$ cat src/design/jct_defines.vh
`ifndef JCT_DEFINES_VH
`define JCT_DEFINES_VH

// ****************************************
// TAP states
// ****************************************
`define JCT_ST_RESET     4'h0
`define JCT_ST_IDLE      4'h1
`define JCT_ST_SEL_DR    4'h2
`define JCT_ST_CAP_DR    4'h3
`define JCT_ST_SHIFT_DR  4'h4
`define JCT_ST_EXIT1_DR  4'h5
`define JCT_ST_PAUSE_DR  4'h6
`define JCT_ST_EXIT2_DR  4'h7
`define JCT_ST_UPD_DR    4'h8
`define JCT_ST_SEL_IR    4'h9
`define JCT_ST_CAP_IR    4'ha
`define JCT_ST_SHIFT_IR  4'hb
`define JCT_ST_EXIT1_IR  4'hc
`define JCT_ST_PAUSE_IR  4'hd
`define JCT_ST_EXIT2_IR  4'he
`define JCT_ST_UPD_IR    4'hf

// ****************************************
// Instruction codes
// ****************************************
`define JCT_IR_W         5
`define JCT_OP_EXTEST    5'h00
`define JCT_OP_SEL_CFG   5'h01
`define JCT_OP_ERASE     5'h02
`define JCT_OP_VERIFY    5'h03
`define JCT_OP_PROGRAM   5'h04
`define JCT_OP_IDCODE    5'h0d
`define JCT_OP_CALIB     5'h10
`define JCT_OP_SAMPLE    5'h1e
`define JCT_OP_BYPASS    5'h1f

// ****************************************
// Register sizes and values
// ****************************************
`define JCT_ID_W         32
`define JCT_CFG_W        109
`define JCT_ID_VALUE     32'h0a5a5001
`define JCT_LOCK_POS     108
`define JCT_SYNC_RESET   2'h0

`endif

$ cat src/design/jct_tap_fsm.v
`timescale 1ns/10ps
// ****************************************
// Sixteen-state TAP controller
// ****************************************
module jct_tap_fsm (
    clk_sys,
    rst_sync_b,
    ce,
    tck_rise,
    tms,
    state_reg
);
`include "jct_defines.vh"
    input  wire       clk_sys;
    input  wire       rst_sync_b;
    input  wire       ce;
    input  wire       tck_rise;
    input  wire       tms;
    output reg  [3:0] state_reg;

    reg [3:0] state_next;

    always @* begin
        case (state_reg)
            `JCT_ST_RESET:    state_next = tms ? `JCT_ST_RESET : `JCT_ST_IDLE;
            `JCT_ST_IDLE:     state_next = tms ? `JCT_ST_SEL_DR : `JCT_ST_IDLE;
            `JCT_ST_SEL_DR:   state_next = tms ? `JCT_ST_SEL_IR : `JCT_ST_CAP_DR;
            `JCT_ST_CAP_DR:   state_next = tms ? `JCT_ST_EXIT1_DR : `JCT_ST_SHIFT_DR;
            `JCT_ST_SHIFT_DR: state_next = tms ? `JCT_ST_EXIT1_DR : `JCT_ST_SHIFT_DR;
            `JCT_ST_EXIT1_DR: state_next = tms ? `JCT_ST_UPD_DR : `JCT_ST_PAUSE_DR;
            `JCT_ST_PAUSE_DR: state_next = tms ? `JCT_ST_EXIT2_DR : `JCT_ST_PAUSE_DR;
            `JCT_ST_EXIT2_DR: state_next = tms ? `JCT_ST_UPD_DR : `JCT_ST_SHIFT_DR;
            `JCT_ST_UPD_DR:   state_next = tms ? `JCT_ST_SEL_DR : `JCT_ST_IDLE;
            `JCT_ST_SEL_IR:   state_next = tms ? `JCT_ST_RESET : `JCT_ST_CAP_IR;
            `JCT_ST_CAP_IR:   state_next = tms ? `JCT_ST_EXIT1_IR : `JCT_ST_SHIFT_IR;
            `JCT_ST_SHIFT_IR: state_next = tms ? `JCT_ST_EXIT1_IR : `JCT_ST_SHIFT_IR;
            `JCT_ST_EXIT1_IR: state_next = tms ? `JCT_ST_UPD_IR : `JCT_ST_PAUSE_IR;
            `JCT_ST_PAUSE_IR: state_next = tms ? `JCT_ST_EXIT2_IR : `JCT_ST_PAUSE_IR;
            `JCT_ST_EXIT2_IR: state_next = tms ? `JCT_ST_UPD_IR : `JCT_ST_SHIFT_IR;
            `JCT_ST_UPD_IR:   state_next = tms ? `JCT_ST_SEL_DR : `JCT_ST_IDLE;
            default:          state_next = `JCT_ST_RESET;
        endcase
    end

    always @(posedge clk_sys or negedge rst_sync_b) begin
        if (!rst_sync_b) begin
            state_reg <= `JCT_ST_RESET;
        end else if (ce && tck_rise) begin
            state_reg <= state_next;
        end
    end
endmodule // jct_tap_fsm

$ cat src/design/jct_config_tap.v
`timescale 1ns/10ps
`include "jct_defines.vh"
// Operation
// - Lock bit set blocks config readout until erase and reprogram.
// - No boundary cells; behaves as a normal chain member.
// - One-bit bypass register gives one-stage path TDI to TDO.
// - Boundary-scan instructions select bypass register instead.
// - Identification and configuration data registers beside bypass.
// - Sixteen-state controller advances on TCK rising, steered by TMS.
// - TDI and TMS sampled on TCK rise, TDO changes on fall.
// - Only Test-Logic-Reset holds with TMS high; five clocks reset.
// - TRST low forces Test-Logic-Reset immediately; also power-on state.
// - Reset exits to Run-Test/Idle, which idles until a scan.
// - Capture-DR loads the selected data register into the path.
// - Capture-IR loads identification code; identification current after reset.
// - Capture to Shift or Exit1; Pause through Exit2 or Update.
// - Program, erase, verify start on next Run-Test/Idle entry; here on the first TCK rise in Run-Test/Idle.
// - Instruction register is five bits long.
// - Bypass instruction selects bypass, normal operation untouched.
// - Bypass code all ones, external test code all zeros.
// - Sample/preload acts exactly as bypass.
// - Instruction codes decode per the fixed code table.
// - Identification register is 32 bits, readable right after reset.
// - Configuration register is a 109-bit shift register.
// - Program/verify/erase on Idle entry; others in Update-IR. Here these and Calibrate start on the first TCK rise in Idle.
module jct_config_tap #(
    parameter ID_VALUE  = `JCT_ID_VALUE, // Arbitrary identity value
    parameter CFG_W     = `JCT_CFG_W
) (
    clk_sys,
    rst_b,
    ce,
    tck,
    tms,
    tdi,
    trst_b,
    tdo_o,
    tdo_oe,
    cfg_bits,
    lock_out,
    prog_busy,
    erase_busy,
    calib_start
);
    input  wire             clk_sys;
    input  wire             rst_b;
    input  wire             ce;
    input  wire             tck;
    input  wire             tms;
    input  wire             tdi;
    input  wire             trst_b;
    output reg              tdo_o;
    output reg              tdo_oe;
    output reg  [CFG_W-1:0] cfg_bits;
    output reg              lock_out;
    output reg              prog_busy;
    output reg              erase_busy;
    output reg              calib_start;

    // ****************************************
    // Reset release and pin synchronisers
    // ****************************************
    reg  [1:0]  rst_sync_reg;
    reg  [1:0]  tck_sync_reg;
    reg  [1:0]  tms_sync_reg;
    reg  [1:0]  tdi_sync_reg;
    reg  [1:0]  trst_sync_reg;
    reg         tck_last_reg;
    wire        rst_sync_b;
    wire        tap_rst_b;
    wire        tck_s;
    wire        tck_rise;
    wire        tck_fall;

    always @(posedge clk_sys or negedge rst_b) begin
        if (!rst_b) begin
            rst_sync_reg <= `JCT_SYNC_RESET;
        end else begin
            rst_sync_reg <= {rst_sync_reg[0], 1'b1};
        end
    end
    assign rst_sync_b = rst_sync_reg[1];

    // TRST acts at once; the synchronised copy only delays reset release by two clocks
    always @(posedge clk_sys or negedge trst_b) begin
        if (!trst_b) begin
            trst_sync_reg <= `JCT_SYNC_RESET;
        end else begin
            trst_sync_reg <= {trst_sync_reg[0], 1'b1};
        end
    end
    assign tap_rst_b = rst_sync_b & trst_b & trst_sync_reg[1];

    always @(posedge clk_sys or negedge rst_sync_b) begin
        if (!rst_sync_b) begin
            tck_sync_reg <= `JCT_SYNC_RESET;
            tms_sync_reg <= 2'h3;
            tdi_sync_reg <= `JCT_SYNC_RESET;
            tck_last_reg <= 1'b0;
        end else if (ce) begin
            tck_sync_reg <= {tck_sync_reg[0], tck};
            tms_sync_reg <= {tms_sync_reg[0], tms};
            tdi_sync_reg <= {tdi_sync_reg[0], tdi};
            tck_last_reg <= tck_sync_reg[1];
        end
    end
    assign tck_s    = tck_sync_reg[1];
    assign tck_rise = tck_s & ~tck_last_reg;
    assign tck_fall = ~tck_s & tck_last_reg;

    // ****************************************
    // Controller
    // ****************************************
    wire [3:0] state;

    jct_tap_fsm u_fsm (
        .clk_sys    (clk_sys),
        .rst_sync_b (tap_rst_b),
        .ce         (ce),
        .tck_rise   (tck_rise),
        .tms        (tms_sync_reg[1]),
        .state_reg  (state)
    );

    // ****************************************
    // Instruction decode
    // ****************************************
    function [1:0] jct_sel;
        input [`JCT_IR_W-1:0] op;
        begin
            case (op)
                `JCT_OP_IDCODE:  jct_sel = 2'h1;
                `JCT_OP_SEL_CFG: jct_sel = 2'h2;
                `JCT_OP_VERIFY:  jct_sel = 2'h2;
                default:         jct_sel = 2'h0;
            endcase
        end
    endfunction

    function jct_deferred;
        input [`JCT_IR_W-1:0] op;
        begin
            jct_deferred = (op == `JCT_OP_PROGRAM) || (op == `JCT_OP_ERASE) ||
                           (op == `JCT_OP_VERIFY) || (op == `JCT_OP_CALIB);
        end
    endfunction

    // ****************************************
    // Shift paths
    // ****************************************
    reg  [`JCT_IR_W-1:0] ir_shift_reg;
    reg  [`JCT_IR_W-1:0] ir_reg;
    reg                  bypass_reg;
    reg  [`JCT_ID_W-1:0] id_shift_reg;
    reg  [CFG_W-1:0]     cfg_shift_reg;
    reg                  pend_reg;
    reg                  vfy_reg;
    wire [1:0]           sel;
    wire                 tdo_next;

    assign sel = vfy_reg ? 2'h2 : jct_sel(ir_reg);

    always @(posedge clk_sys or negedge tap_rst_b) begin
        if (!tap_rst_b) begin
            ir_shift_reg  <= `JCT_OP_IDCODE;
            ir_reg        <= `JCT_OP_IDCODE;
            bypass_reg    <= 1'b0;
            id_shift_reg  <= {`JCT_ID_W{1'b0}};
            cfg_shift_reg <= {CFG_W{1'b0}};
            pend_reg      <= 1'b0;
            vfy_reg       <= 1'b0;
        end else if (ce && tck_rise) begin
            case (state)
                `JCT_ST_RESET: begin
                    ir_reg   <= `JCT_OP_IDCODE;
                    pend_reg <= 1'b0;
                    vfy_reg  <= 1'b0;
                end
                `JCT_ST_CAP_IR: begin
                    ir_shift_reg <= `JCT_OP_IDCODE;
                end
                `JCT_ST_SHIFT_IR: begin
                    ir_shift_reg <= {tdi_sync_reg[1], ir_shift_reg[`JCT_IR_W-1:1]};
                end
                `JCT_ST_UPD_IR: begin
                    ir_reg   <= ir_shift_reg;
                    pend_reg <= jct_deferred(ir_shift_reg);
                    vfy_reg  <= 1'b0;
                end
                `JCT_ST_CAP_DR: begin
                    bypass_reg   <= 1'b0;
                    id_shift_reg <= ID_VALUE;
                    if (sel == 2'h2 && !vfy_reg) begin
                        cfg_shift_reg <= lock_out ? {CFG_W{1'b0}} : cfg_bits;
                    end
                end
                `JCT_ST_SHIFT_DR: begin
                    bypass_reg    <= tdi_sync_reg[1];
                    id_shift_reg  <= {tdi_sync_reg[1], id_shift_reg[`JCT_ID_W-1:1]};
                    if (sel == 2'h2) begin
                        cfg_shift_reg <= {tdi_sync_reg[1], cfg_shift_reg[CFG_W-1:1]};
                    end
                end
                `JCT_ST_IDLE: begin
                    pend_reg <= 1'b0;
                    if (pend_reg && ir_reg == `JCT_OP_VERIFY) begin
                        cfg_shift_reg <= lock_out ? {CFG_W{1'b0}} : cfg_bits;
                        vfy_reg       <= 1'b1;
                    end
                end
                `JCT_ST_SEL_IR: begin
                    vfy_reg <= vfy_reg;
                end
                default: begin
                    pend_reg <= pend_reg;
                end
            endcase
        end
    end

    // ****************************************
    // Nonvolatile store and operations
    // ****************************************
    wire go = ce && tck_rise && state == `JCT_ST_IDLE && pend_reg;

    always @(posedge clk_sys or negedge rst_sync_b) begin
        if (!rst_sync_b) begin
            cfg_bits    <= {CFG_W{1'b0}};
            lock_out    <= 1'b0;
            prog_busy   <= 1'b0;
            erase_busy  <= 1'b0;
            calib_start <= 1'b0;
        end else if (ce) begin
            prog_busy   <= go && ir_reg == `JCT_OP_PROGRAM;
            erase_busy  <= go && ir_reg == `JCT_OP_ERASE;
            calib_start <= go && ir_reg == `JCT_OP_CALIB;
            if (go && ir_reg == `JCT_OP_ERASE) begin
                cfg_bits <= {CFG_W{1'b0}};
                lock_out <= 1'b0;
            end else if (go && ir_reg == `JCT_OP_PROGRAM) begin
                cfg_bits <= cfg_bits | cfg_shift_reg;
                lock_out <= lock_out | cfg_shift_reg[`JCT_LOCK_POS];
            end
        end
    end

    // ****************************************
    // TDO on falling TCK
    // ****************************************
    assign tdo_next = (state == `JCT_ST_SHIFT_IR) ? ir_shift_reg[0] :
                      (sel == 2'h1) ? id_shift_reg[0] :
                      (sel == 2'h2) ? cfg_shift_reg[0] : bypass_reg;

    always @(posedge clk_sys or negedge tap_rst_b) begin
        if (!tap_rst_b) begin
            tdo_o  <= 1'b0;
            tdo_oe <= 1'b0;
        end else if (ce && tck_fall) begin
            tdo_o  <= tdo_next;
            tdo_oe <= (state == `JCT_ST_SHIFT_DR) || (state == `JCT_ST_SHIFT_IR);
        end
    end
endmodule // jct_config_tap

$ cat config.mk
export PLATFORM = sky130hd
export DESIGN_NAME = jct_config_tap
export DESIGN_NICKNAME = d
export VERILOG_FILES = /design/src/design/jct_tap_fsm.v /design/src/design/jct_config_tap.v
export VERILOG_INCLUDE_DIRS = /design/src /design/src/design
export SDC_FILE = /design/constraint.sdc
export NUM_CORES = 1
export LEC_CHECK = 0
export ABC_AREA = 1
export BUFFER_PORTS_ARGS = -buffer_cell sky130_fd_sc_hd__buf_2
export CORE_MARGIN = 8
export CORE_UTILIZATION = 60
export DETAILED_ROUTE_END_ITERATION = 7
export PLACE_DENSITY = 0.89
export SETUP_SLACK_MARGIN = 0.2
export SLEW_MARGIN = 20
export SYNTH_ARGS = -nofsm -noshare
export SYNTH_HDL_FRONTEND = slang
export SYNTH_SLANG_ARGS = --single-unit
$ cat constraint.sdc
create_clock -name clk_sys -period 11.9 [get_ports clk_sys]
set_clock_uncertainty 0.05 [all_clocks]
set_input_delay 1.19 -clock clk_sys [delete_from_list [all_inputs] [get_ports clk_sys]]
set_output_delay 1.19 -clock clk_sys [all_outputs]
set_load 0.01 [all_outputs]
== Yosys cells after proc, flatten, opt, wreduce, memory -nomap -nowiden ==
Cells that the tools add are included.

* Equality and inequality tests: 30
* Reduce and logical (&&, ||, !) cells: 35
* Shift-type cells: 0
* Div/mod/pow operators: 0
* Muxes and demuxes: 34
* Add/sub/neg operators: 0
* Multipliers: 0
* Magnitude comparators: 0
* Bitwise gates (word level): 8

{| class="wikitable"
|+ Operator list
! cell !! count
|-
| 109-bit 2-to-1 mux || 6
|-
| 109-bit one-hot mux with 3 select lines || 1
|-
| 109-bit bitwise OR || 1
|-
| 32-bit one-hot mux with 2 select lines || 1
|-
| 4-bit one-hot mux with 12 select lines || 1
|-
| 4-bit equality test (second input constant) || 8
|-
| 5-bit by 2-bit equality test with 1-bit output (second input constant) || 4
|-
| 5-bit one-hot mux with 2 select lines || 2
|-
| 4-bit by 3-bit equality test with 1-bit output (second input constant) || 4
|-
| 4-bit 2-to-1 mux || 4
|-
| 2-bit nonzero test || 6
|-
| 5-bit by 3-bit equality test with 1-bit output (second input constant) || 2
|-
| 5-bit equality test (second input constant) || 2
|-
| 2-bit AND reduction || 5
|-
| 2-bit OR reduction || 5
|-
| 1-bit logical AND || 9
|-
| 1-bit 2-to-1 mux || 9
|-
| 4-bit by 2-bit equality test with 1-bit output (second input constant) || 2
|-
| 2-bit 2-to-1 mux || 4
|-
| 3-bit 2-to-1 mux || 2
|-
| 2-bit != test (second input constant) || 3
|-
| 1-bit one-hot mux with 2 select lines || 3
|-
| 5-bit by 1-bit equality test with 1-bit output (second input constant) || 1
|-
| 5-bit by 4-bit equality test with 1-bit output (second input constant) || 1
|-
| other kinds (14) || 21
|}

* Bits in read-only memories: 0
* Output and inout bits: 115
* RAM bits: 0
* Bits in latches: 0
* Memories kept: 0
* Register bits: 284

== Logic depth before layout (Yosys ltp) ==
Gate-level depths: netlist (run 1).

* Depth in word-level cells: 8
* Depth in mapped cells: 12

== Cells and area by module ==
A second synthesis (run 1) with hierarchy kept.

* Cells, all modules: 1770
* Area total of the unflattened synthesis: 13920.9 um2

{| class="wikitable"
|+ Modules (own cells, without submodules)
! module !! area an instance (um2) !! times used !! seq. area each (um2) !! cells each
|-
| jct_config_tap || 13508.0 || 1 || 6991.7 || 1692
|-
| jct_tap_fsm || 412.9 || 1 || 100.1 || 78
|}

== Least setup slack after synthesis (run 1) ==
Ideal clock, no wire load.

* Path kind: input to register
* Start point: input ce
* End point: register cfg_bits[78]
* Buffers on the path: 3
* Setup slack: 9.468 ns
* Arrival: 2.257 ns
* Library setup time: 0.125 ns
* Cell stages on the path: 9
* Cells stage by stage: nand2_1 -> nor2_1 -> buf_2 -> nand3_1 -> a21o_1 -> buf_6 -> buf_4 -> nand2_1 -> nand2_1

* Cells in the longest elaborated chain, start to end: 6

{| class="wikitable"
|+ Ends and longest elaborated chain
! what !! line !! RTL
|-
| start, declared || jct_config_tap.v:47 || <nowiki>input wire ce;</nowiki>
|-
| 1-bit logical AND || jct_config_tap.v:224 || <nowiki>wire go = ce && tck_rise && state == `JCT_ST_IDLE && pend_reg;</nowiki>
|-
| 1-bit logical AND (no line) || - ||
|-
| 1-bit logical AND || jct_config_tap.v:224 ||
|-
| 1-bit logical AND (no line) || - ||
|-
| 2-bit nonzero test (no line) || - ||
|-
| 2-bit AND reduction (no line) || - ||
|-
| end signal, assigned || jct_config_tap.v:228 || <nowiki>cfg_bits <= {CFG_W{1'b0}};</nowiki>
|-
| end signal, assigned || jct_config_tap.v:238 || <nowiki>cfg_bits <= {CFG_W{1'b0}};</nowiki>
|-
| end signal, assigned || jct_config_tap.v:241 || <nowiki>cfg_bits <= cfg_bits | cfg_shift_reg;</nowiki>
|-
| end, declared || jct_config_tap.v:54 || <nowiki>output reg [CFG_W-1:0] cfg_bits;</nowiki>
|}

Several ways; a longest one is shown, not always the timed one.
A chain may end at the register's enable or synchronous reset.

== Worst setup path after layout (run 1) ==
* Start point: input ce
* End point: register cfg_bits[72]

The elaborated chain is that of the path after synthesis.

==> results of run 1 <==
[through the flow]
stage	setup slack, ns	area (µm²)	utilization (%)	power [W]
5_1_grt	8.09	15100	67.1	0.00255
4_1_cts	8.42	15100	67.0	0.00245
6_report	8.31	15100	67.1	0.00245
3_3_place_gp	7.96	14100	62.6	0.00152
3_5_place_dp	7.92	14100	62.7	0.00153
2_1_floorplan	3.49	13700	-	0.00143
[synthesized netlist by cell type, types with 2 or more instances]
| cell type | number | area, µm² |
|---|---|---|
| nand2_1 | 719 | 2700 |
| dfrtp_1 | 275 | 6880 |
| nand3_1 | 122 | 611 |
| nand4_1 | 111 | 694 |
| o2111ai_1 | 110 | 963 |
| inv_1 | 60 | 225 |
| buf_2 | 48 | 240 |
| clkbuf_1 | 46 | 173 |
| o22ai_1 | 26 | 163 |
| nor2_1 | 25 | 93.8 |
| o21ai_0 | 21 | 105 |
| buf_4 | 19 | 143 |
| a22oi_1 | 14 | 105 |
| buf_6 | 14 | 158 |
| buf_1 | 12 | 45.0 |
| dfstp_2 | 8 | 210 |
| a21oi_1 | 7 | 35.0 |
| inv_2 | 6 | 22.5 |
| nor2_2 | 4 | 25.0 |
| nor3_1 | 3 | 15.0 |
| nand2_2 | 2 | 12.5 |
| nand2_4 | 2 | 22.5 |
[worst register-to-register path: cells and delay by family, from the launching register on]
family                 cells  cell delay (ns)
DFF                        1             0.52
buffers and inverters      2             0.84
and+or+nand+nor            7             1.77
[layer usage]
metal	global-route usage, %	share of wire [%]	routed length, µm	vias up
li1	-	-	-	5701
met1	34.7	41	15100	6081
met2	42.6	48	17700	682
met3	5.15	9.2	3430	64
met4	9.09	2.2	826	0
met5	0	0	0	-
[worst min-delay path by stage]
| stage | start | to | slack (ns) | cells past startpoint |
|---|---|---|---|---|
| 5_1_grt | rst_sync_reg[1] | cfg_bits[23] | 0.22 | 0 |
| 6_report | rst_sync_reg[1] | cfg_bits[23] | 0.19 | 0 |
| 3_3_place_gp | rst_sync_reg[1] | cfg_bits[23] | 0.20 | 0 |
| 4_1_cts | rst_sync_reg[1] | cfg_bits[23] | 0.20 | 0 |
| 3_5_place_dp | rst_sync_reg[1] | cfg_bits[23] | 0.20 | 0 |
| 2_1_floorplan | rst_sync_reg[0] | rst_sync_reg[1] | 0.28 | 0 |
[cell usage in the layout (no fill, tap or decap), types with 14 or more instances in the layout]
cell and n:
inv_1 58, o21ai_0 21, dfrtp_1 274, buf_2 121, buf_4 15, o22ai_1 26, a22oi_1 14, nand2_1 718
nand3_1 121, nand4_1 111, o2111ai_1 110, nor2_1 25, clkbuf_16 29
[cell type report]
class                   count  area [µm²]
repair buffers            138         757
fillers                  1724        7410
well taps                 285         357
inverters                  66         256
clock buffers              38         800
multi-input cells        1175        5650
clock inverters            13         171
flip-flops and latches    283        7100
[cell families (layout without fill, tap and decap cells)]
kind of cell | after synthesis | after routing | share of synthesized area (%)
simple gates | 992 | 992 | 30.7
flops | 283 | 283 | 51.8
buf+inv | 205 | 255 | 7.34
compound gates | 181 | 181 | 10.2
other cells | 1 | 2 | 0.0274
[power breakdown]
part	switching [W]	total [W]	internal, W
logic	0.000354	0.000447	0.0000936
clock network	0.000378	0.000934	0.000556
registers	0.0000389	0.00107	0.00103
==> metrics.csv, run 1 <==
metric,value,unit
fin_cells,1998,
hp-class,reg2async,
power_density,163,nW/µm²
maxCapViolations,0,
outcome,finished clean,
timing.rr.start,u_fsm.state_reg[1],
crit_fanout,85,
root_buffer,clkbuf_16,
relSlewSlack,28.0,%
worst-path-stages,8,
cts_buffer_depth,3,
worstPathRequired,12.34,ns
crit_start,ce,
yosysUniqueCellTypes,30,
syn_area_per_cell,8.24,µm²
synthCells,1662,
post_drt_wl_per_cell,18.6,µm
critPathMaxStageDelay,0.82,ns
wl,37.1,mm
core.rowCount,55,
fin_crit,3.59,ns
drive_gt1_share,12.6,%
first_iter_violations,1644,
async_flop_share,100,%
r2r_end,cfg_shift_reg[81],
initial_utilization,60.9,%
reg2reg_depth,9,
crit_chain,"buf_2, nand2_1, nor2_1, nand3_1, clkinv_2, buf_4, o2111ai_1, nand2_1",
setup.worst_path.end_class,register,
cts-buffers-inserted,29,
p_leak,8.50,nW
gp_congestion,0.883,
antenna_cells,0,
syn_area,13700,µm²
antenna_found_initial,0,
rsz0062_at_grt,no,
syn2layout_area_growth,10.1,%
layout.nets,1700,
drcViolationCount,0,
crit_end,cfg_bits[72],
synth-seq-area-share,51.8,%
dp_hpwl,20.5,mm
cts-hold-fix-buffers,0,
dp_cells,1947,
io_buffer_count,121,
cpLargestDelayFamily,buffers and inverters,
synth_flop_cell,dfrtp_1,
cts_max_level,1,
crit_buf_inv,3,
io_pins,122,
tritoncts,built,
max_freq,279,MHz
fp.coreArea,22500,µm²
fin_crit_sh,30.1,%
finalSetupTns,0,ns
final_hold_viol_count,0,
arrival,4.02,ns
grt_pass1_wl,62.2,mm
grtUsageTotal,26.2,%
critPathLaunchType,input port,
path_common_cell,nand2_1,
insertion_delay,0.56,ns
ctsResizeCount,0,
clk_pin_slew_worst_paths,0.06,ns
cts_setup_buffers,0,
overflow,0,
dr.pass1.iters,6,
fp.dieH,167,µm
ant_nets,0,
setup_viol,0,
synth-seq-cells,283,
clock_sinks,283,
ys.warnings.count,0,
path_class,in2reg,
reg2reg_slack,8.68,ns
grt_pass1_vias,12406,
hold_slack,0.188,ns
tightest_slew,1.08,ns
num_vias,12528,
synth_edf_count,0,
via_per_inst,6.27,
cp_slowest_cell,buf_4,
grt_max_degree,110,
fp.dieW,167,µm
dieArea,27900,µm²
ir_drop,142,µV
slew_violations,0,
Note: power is estimated with default switching activity, not from simulation.
==> run 2, diff against run 1 <==
--- a/config.mk
+++ b/config.mk
@@ -9,9 +9,9 @@
 export ABC_AREA = 1
 export BUFFER_PORTS_ARGS = -buffer_cell sky130_fd_sc_hd__buf_2
 export CORE_MARGIN = 8
-export CORE_UTILIZATION = 60
+export CORE_UTILIZATION = 54
 export DETAILED_ROUTE_END_ITERATION = 7
-export PLACE_DENSITY = 0.89
+export PLACE_DENSITY = 0.85
 export SETUP_SLACK_MARGIN = 0.2
 export SLEW_MARGIN = 20
 export SYNTH_ARGS = -nofsm -noshare
==> constraint.sdc (replaced) <==
create_clock -name clk_sys -period 3.3 [get_ports clk_sys]
set_clock_uncertainty 0.05 [all_clocks]
set_input_delay 0.33 -clock clk_sys [delete_from_list [all_inputs] [get_ports clk_sys]]
set_output_delay 0.33 -clock clk_sys [all_outputs]
set_load 0.01 [all_outputs]
==> run 2 against run 1 <==
Effect of this change: largest power group unchanged; sequential power grew to 3.6 times the previous value; critical path type is now reg2reg; utilization decreased by 5.5 points; highest routed layer unchanged; via count grew 0.20%; register-to-register slack got worse by 7.8 ns; sequential cell count stayed put; combinational power increased to 3.8 times the previous value; critical path depth is 2 lower.
==> metrics.csv, run 2 (same netlist as run 1, synthesis figures left out) <==
metric,value,unit,change
root_buffer,clkbuf_16,,unchanged
cts_max_level,1,,unchanged
arrival,2.80,ns,was 4.02 ns
rsz0062_at_grt,no,,unchanged
drcViolationCount,0,,unchanged
final_common_cell,nand2_1,,unchanged
ant_nets,0,,unchanged
initial_utilization,54.7,%,was 60.9%
outcome,finished clean,,unchanged
dr.pass1.iters,6,,unchanged
gp_congestion,0.889,,was 0.883
fp.coreArea,25000,µm²,was 22500 µm²
crit_buf_inv,2,,was 3
r2r_end,id_shift_reg[10],,was cfg_shift_reg[81]
grt_pass1_wl,62.9,mm,was 62.2 mm
wl,37.8,mm,was 37.1 mm
final_area,15400,µm²,was 15100 µm²
cts-buffers-inserted,30,,was 29
fp.dieW,175,µm,was 167 µm
reg2reg_slack,0.83,ns,was 8.68 ns
num_vias,12553,,was 12528
path_class,reg2reg,,was in2reg
critPathMaxStageDelay,0.57,ns,was 0.82 ns
tritoncts,built,,unchanged
tightest_slew,0.828,ns,was 1.08 ns
slew_violations,0,,unchanged
io_buffer_count,121,,unchanged
first_iter_violations,1619,,was 1644
antenna_cells,0,,unchanged
fin_crit,2.47,ns,
crit_end,id_shift_reg[10],,was cfg_bits[72]
finalSetupTns,0,ns,unchanged
reg2reg_depth,6,,was 9
critPathLaunchType,register,,was input port
post_drt_wl_per_cell,18.4,µm,was 18.6 µm
final_hold_viol_count,0,,unchanged
worst-path-stages,6,,was 8
drive_gt1_share,12.9,%,was 12.6%
p_leak,8.62,nW,was 8.50 nW
power_density,584,nW/µm²,was 163 nW/µm²
dp_hpwl,20.7,mm,was 20.5 mm
hp-class,in2async,,was reg2async
syn2layout_area_growth,12.5,%,was 10.1%
layout.nets,1712,,was 1700
setup.worst_path.end_class,register,,unchanged
grt_pass1_vias,12379,,was 12406
timing.rr.start,u_fsm.state_reg[1],,unchanged
dieArea,30700,µm²,was 27900 µm²
mostFrequentLayoutCells,"nand2_1, dfrtp_1, nand3_1, buf_2, nand4_1",,unchanged
crit_chain,"nor2_2, nand2_4, buf_4, nor2_4, inv_1, o22ai_1",,"was buf_2, nand2_1, nor2_1, nand3_1, clkinv_2, buf_4, o2111ai_1, nand2_1"
overflow,0,,unchanged
cpLargestDelayFamily,buffers and inverters,,unchanged
fin_crit_sh,74.8,%,
core.rowCount,58,,was 55
maxCapViolations,0,,unchanged
cts_setup_buffers,0,,unchanged
via_per_inst,6.10,,was 6.27
clock_sinks,283,,unchanged
clk_pin_slew_worst_paths,0.07,ns,was 0.06 ns
fp.dieH,175,µm,was 167 µm
crit_start,u_fsm.state_reg[1],,was ce
setup_viol,0,,unchanged
grtUsageTotal,24.3,%,was 26.2%
insertion_delay,0.56,ns,about the same
grt_max_degree,121,,was 110
ir_drop,682,µV,was 142 µV
placed_cell_area,14300,µm²,was 14100 µm²
worstPathRequired,3.63,ns,was 12.34 ns
relSlewSlack,44.8,%,was 28.0%
max_freq,405,MHz,
antenna_found_initial,0,,unchanged
cp_slowest_cell,dfrtp_1,,was buf_4
io_pins,122,,unchanged
crit_fanout,53,,was 85
cts_buffer_depth,3,,unchanged
[run 2: cell type report]
| type | instances | area (µm²) |
|---|---|---|
| clock buffer | 45 | 908 |
| clock inverter | 10 | 100 |
| fill | 2087 | 9620 |
| inverter | 66 | 253 |
| multi-input combinational | 1175 | 5650 |
| sequential | 283 | 7100 |
| tap | 330 | 413 |
| timing repair buffer | 149 | 993 |
[run 2: per-stage QoR]
step	cells	hold slack (ns)	total power, W	setup WS (ns)	util (%)
detailed placement	1997	0.0679	0.00558	0.938	57.3
CTS	2058	0.0187	0.00901	0.886	61.6
global route	2058	0.0388	0.00936	0.639	61.6
global placement	1997	0.0659	0.00554	1.01	57.3
finish	2058	0.0360	0.00901	0.833	61.6
floorplan	1663	-0.0156	0.00515	0.315	-
[run 2: worst min path at each step]
stage               start               to  slack, ns  depth (start not counted)
floorplan           rst_b  rst_sync_reg[0]      -0.02                          0
global placement    rst_b  rst_sync_reg[0]       0.07                          1
detailed placement  rst_b  rst_sync_reg[0]       0.07                          1
CTS                 rst_b  rst_sync_reg[1]       0.02                          2
global route        rst_b  rst_sync_reg[1]       0.04                          2
finish              rst_b  rst_sync_reg[1]       0.04                          2
[run 2: metal layers]
layer	GRT usage, %	vias to the layer above	part of all wire [%]
li1	-	5723	-
met1	32.8	6063	41
met2	38.7	687	48
met3	4.23	80	8.8
met4	9.08	0	2.3
met5	0	-	0
[run 2: timing repair]
| item | CTS | global route |
|---|---|---|
| resized for setup | 0 | 0 |
| hold endpoints to repair | 7 | 0 |
| endpoints found under the setup margin | 0 | 0 |
| hold buffers | 6 | 0 |
[run 2: where the power goes]
part	total, W	switching [W]	internal (W)
logic	0.00171	0.00133	0.000383
registers	0.00387	0.000137	0.00373
clock network	0.00343	0.00139	0.00204
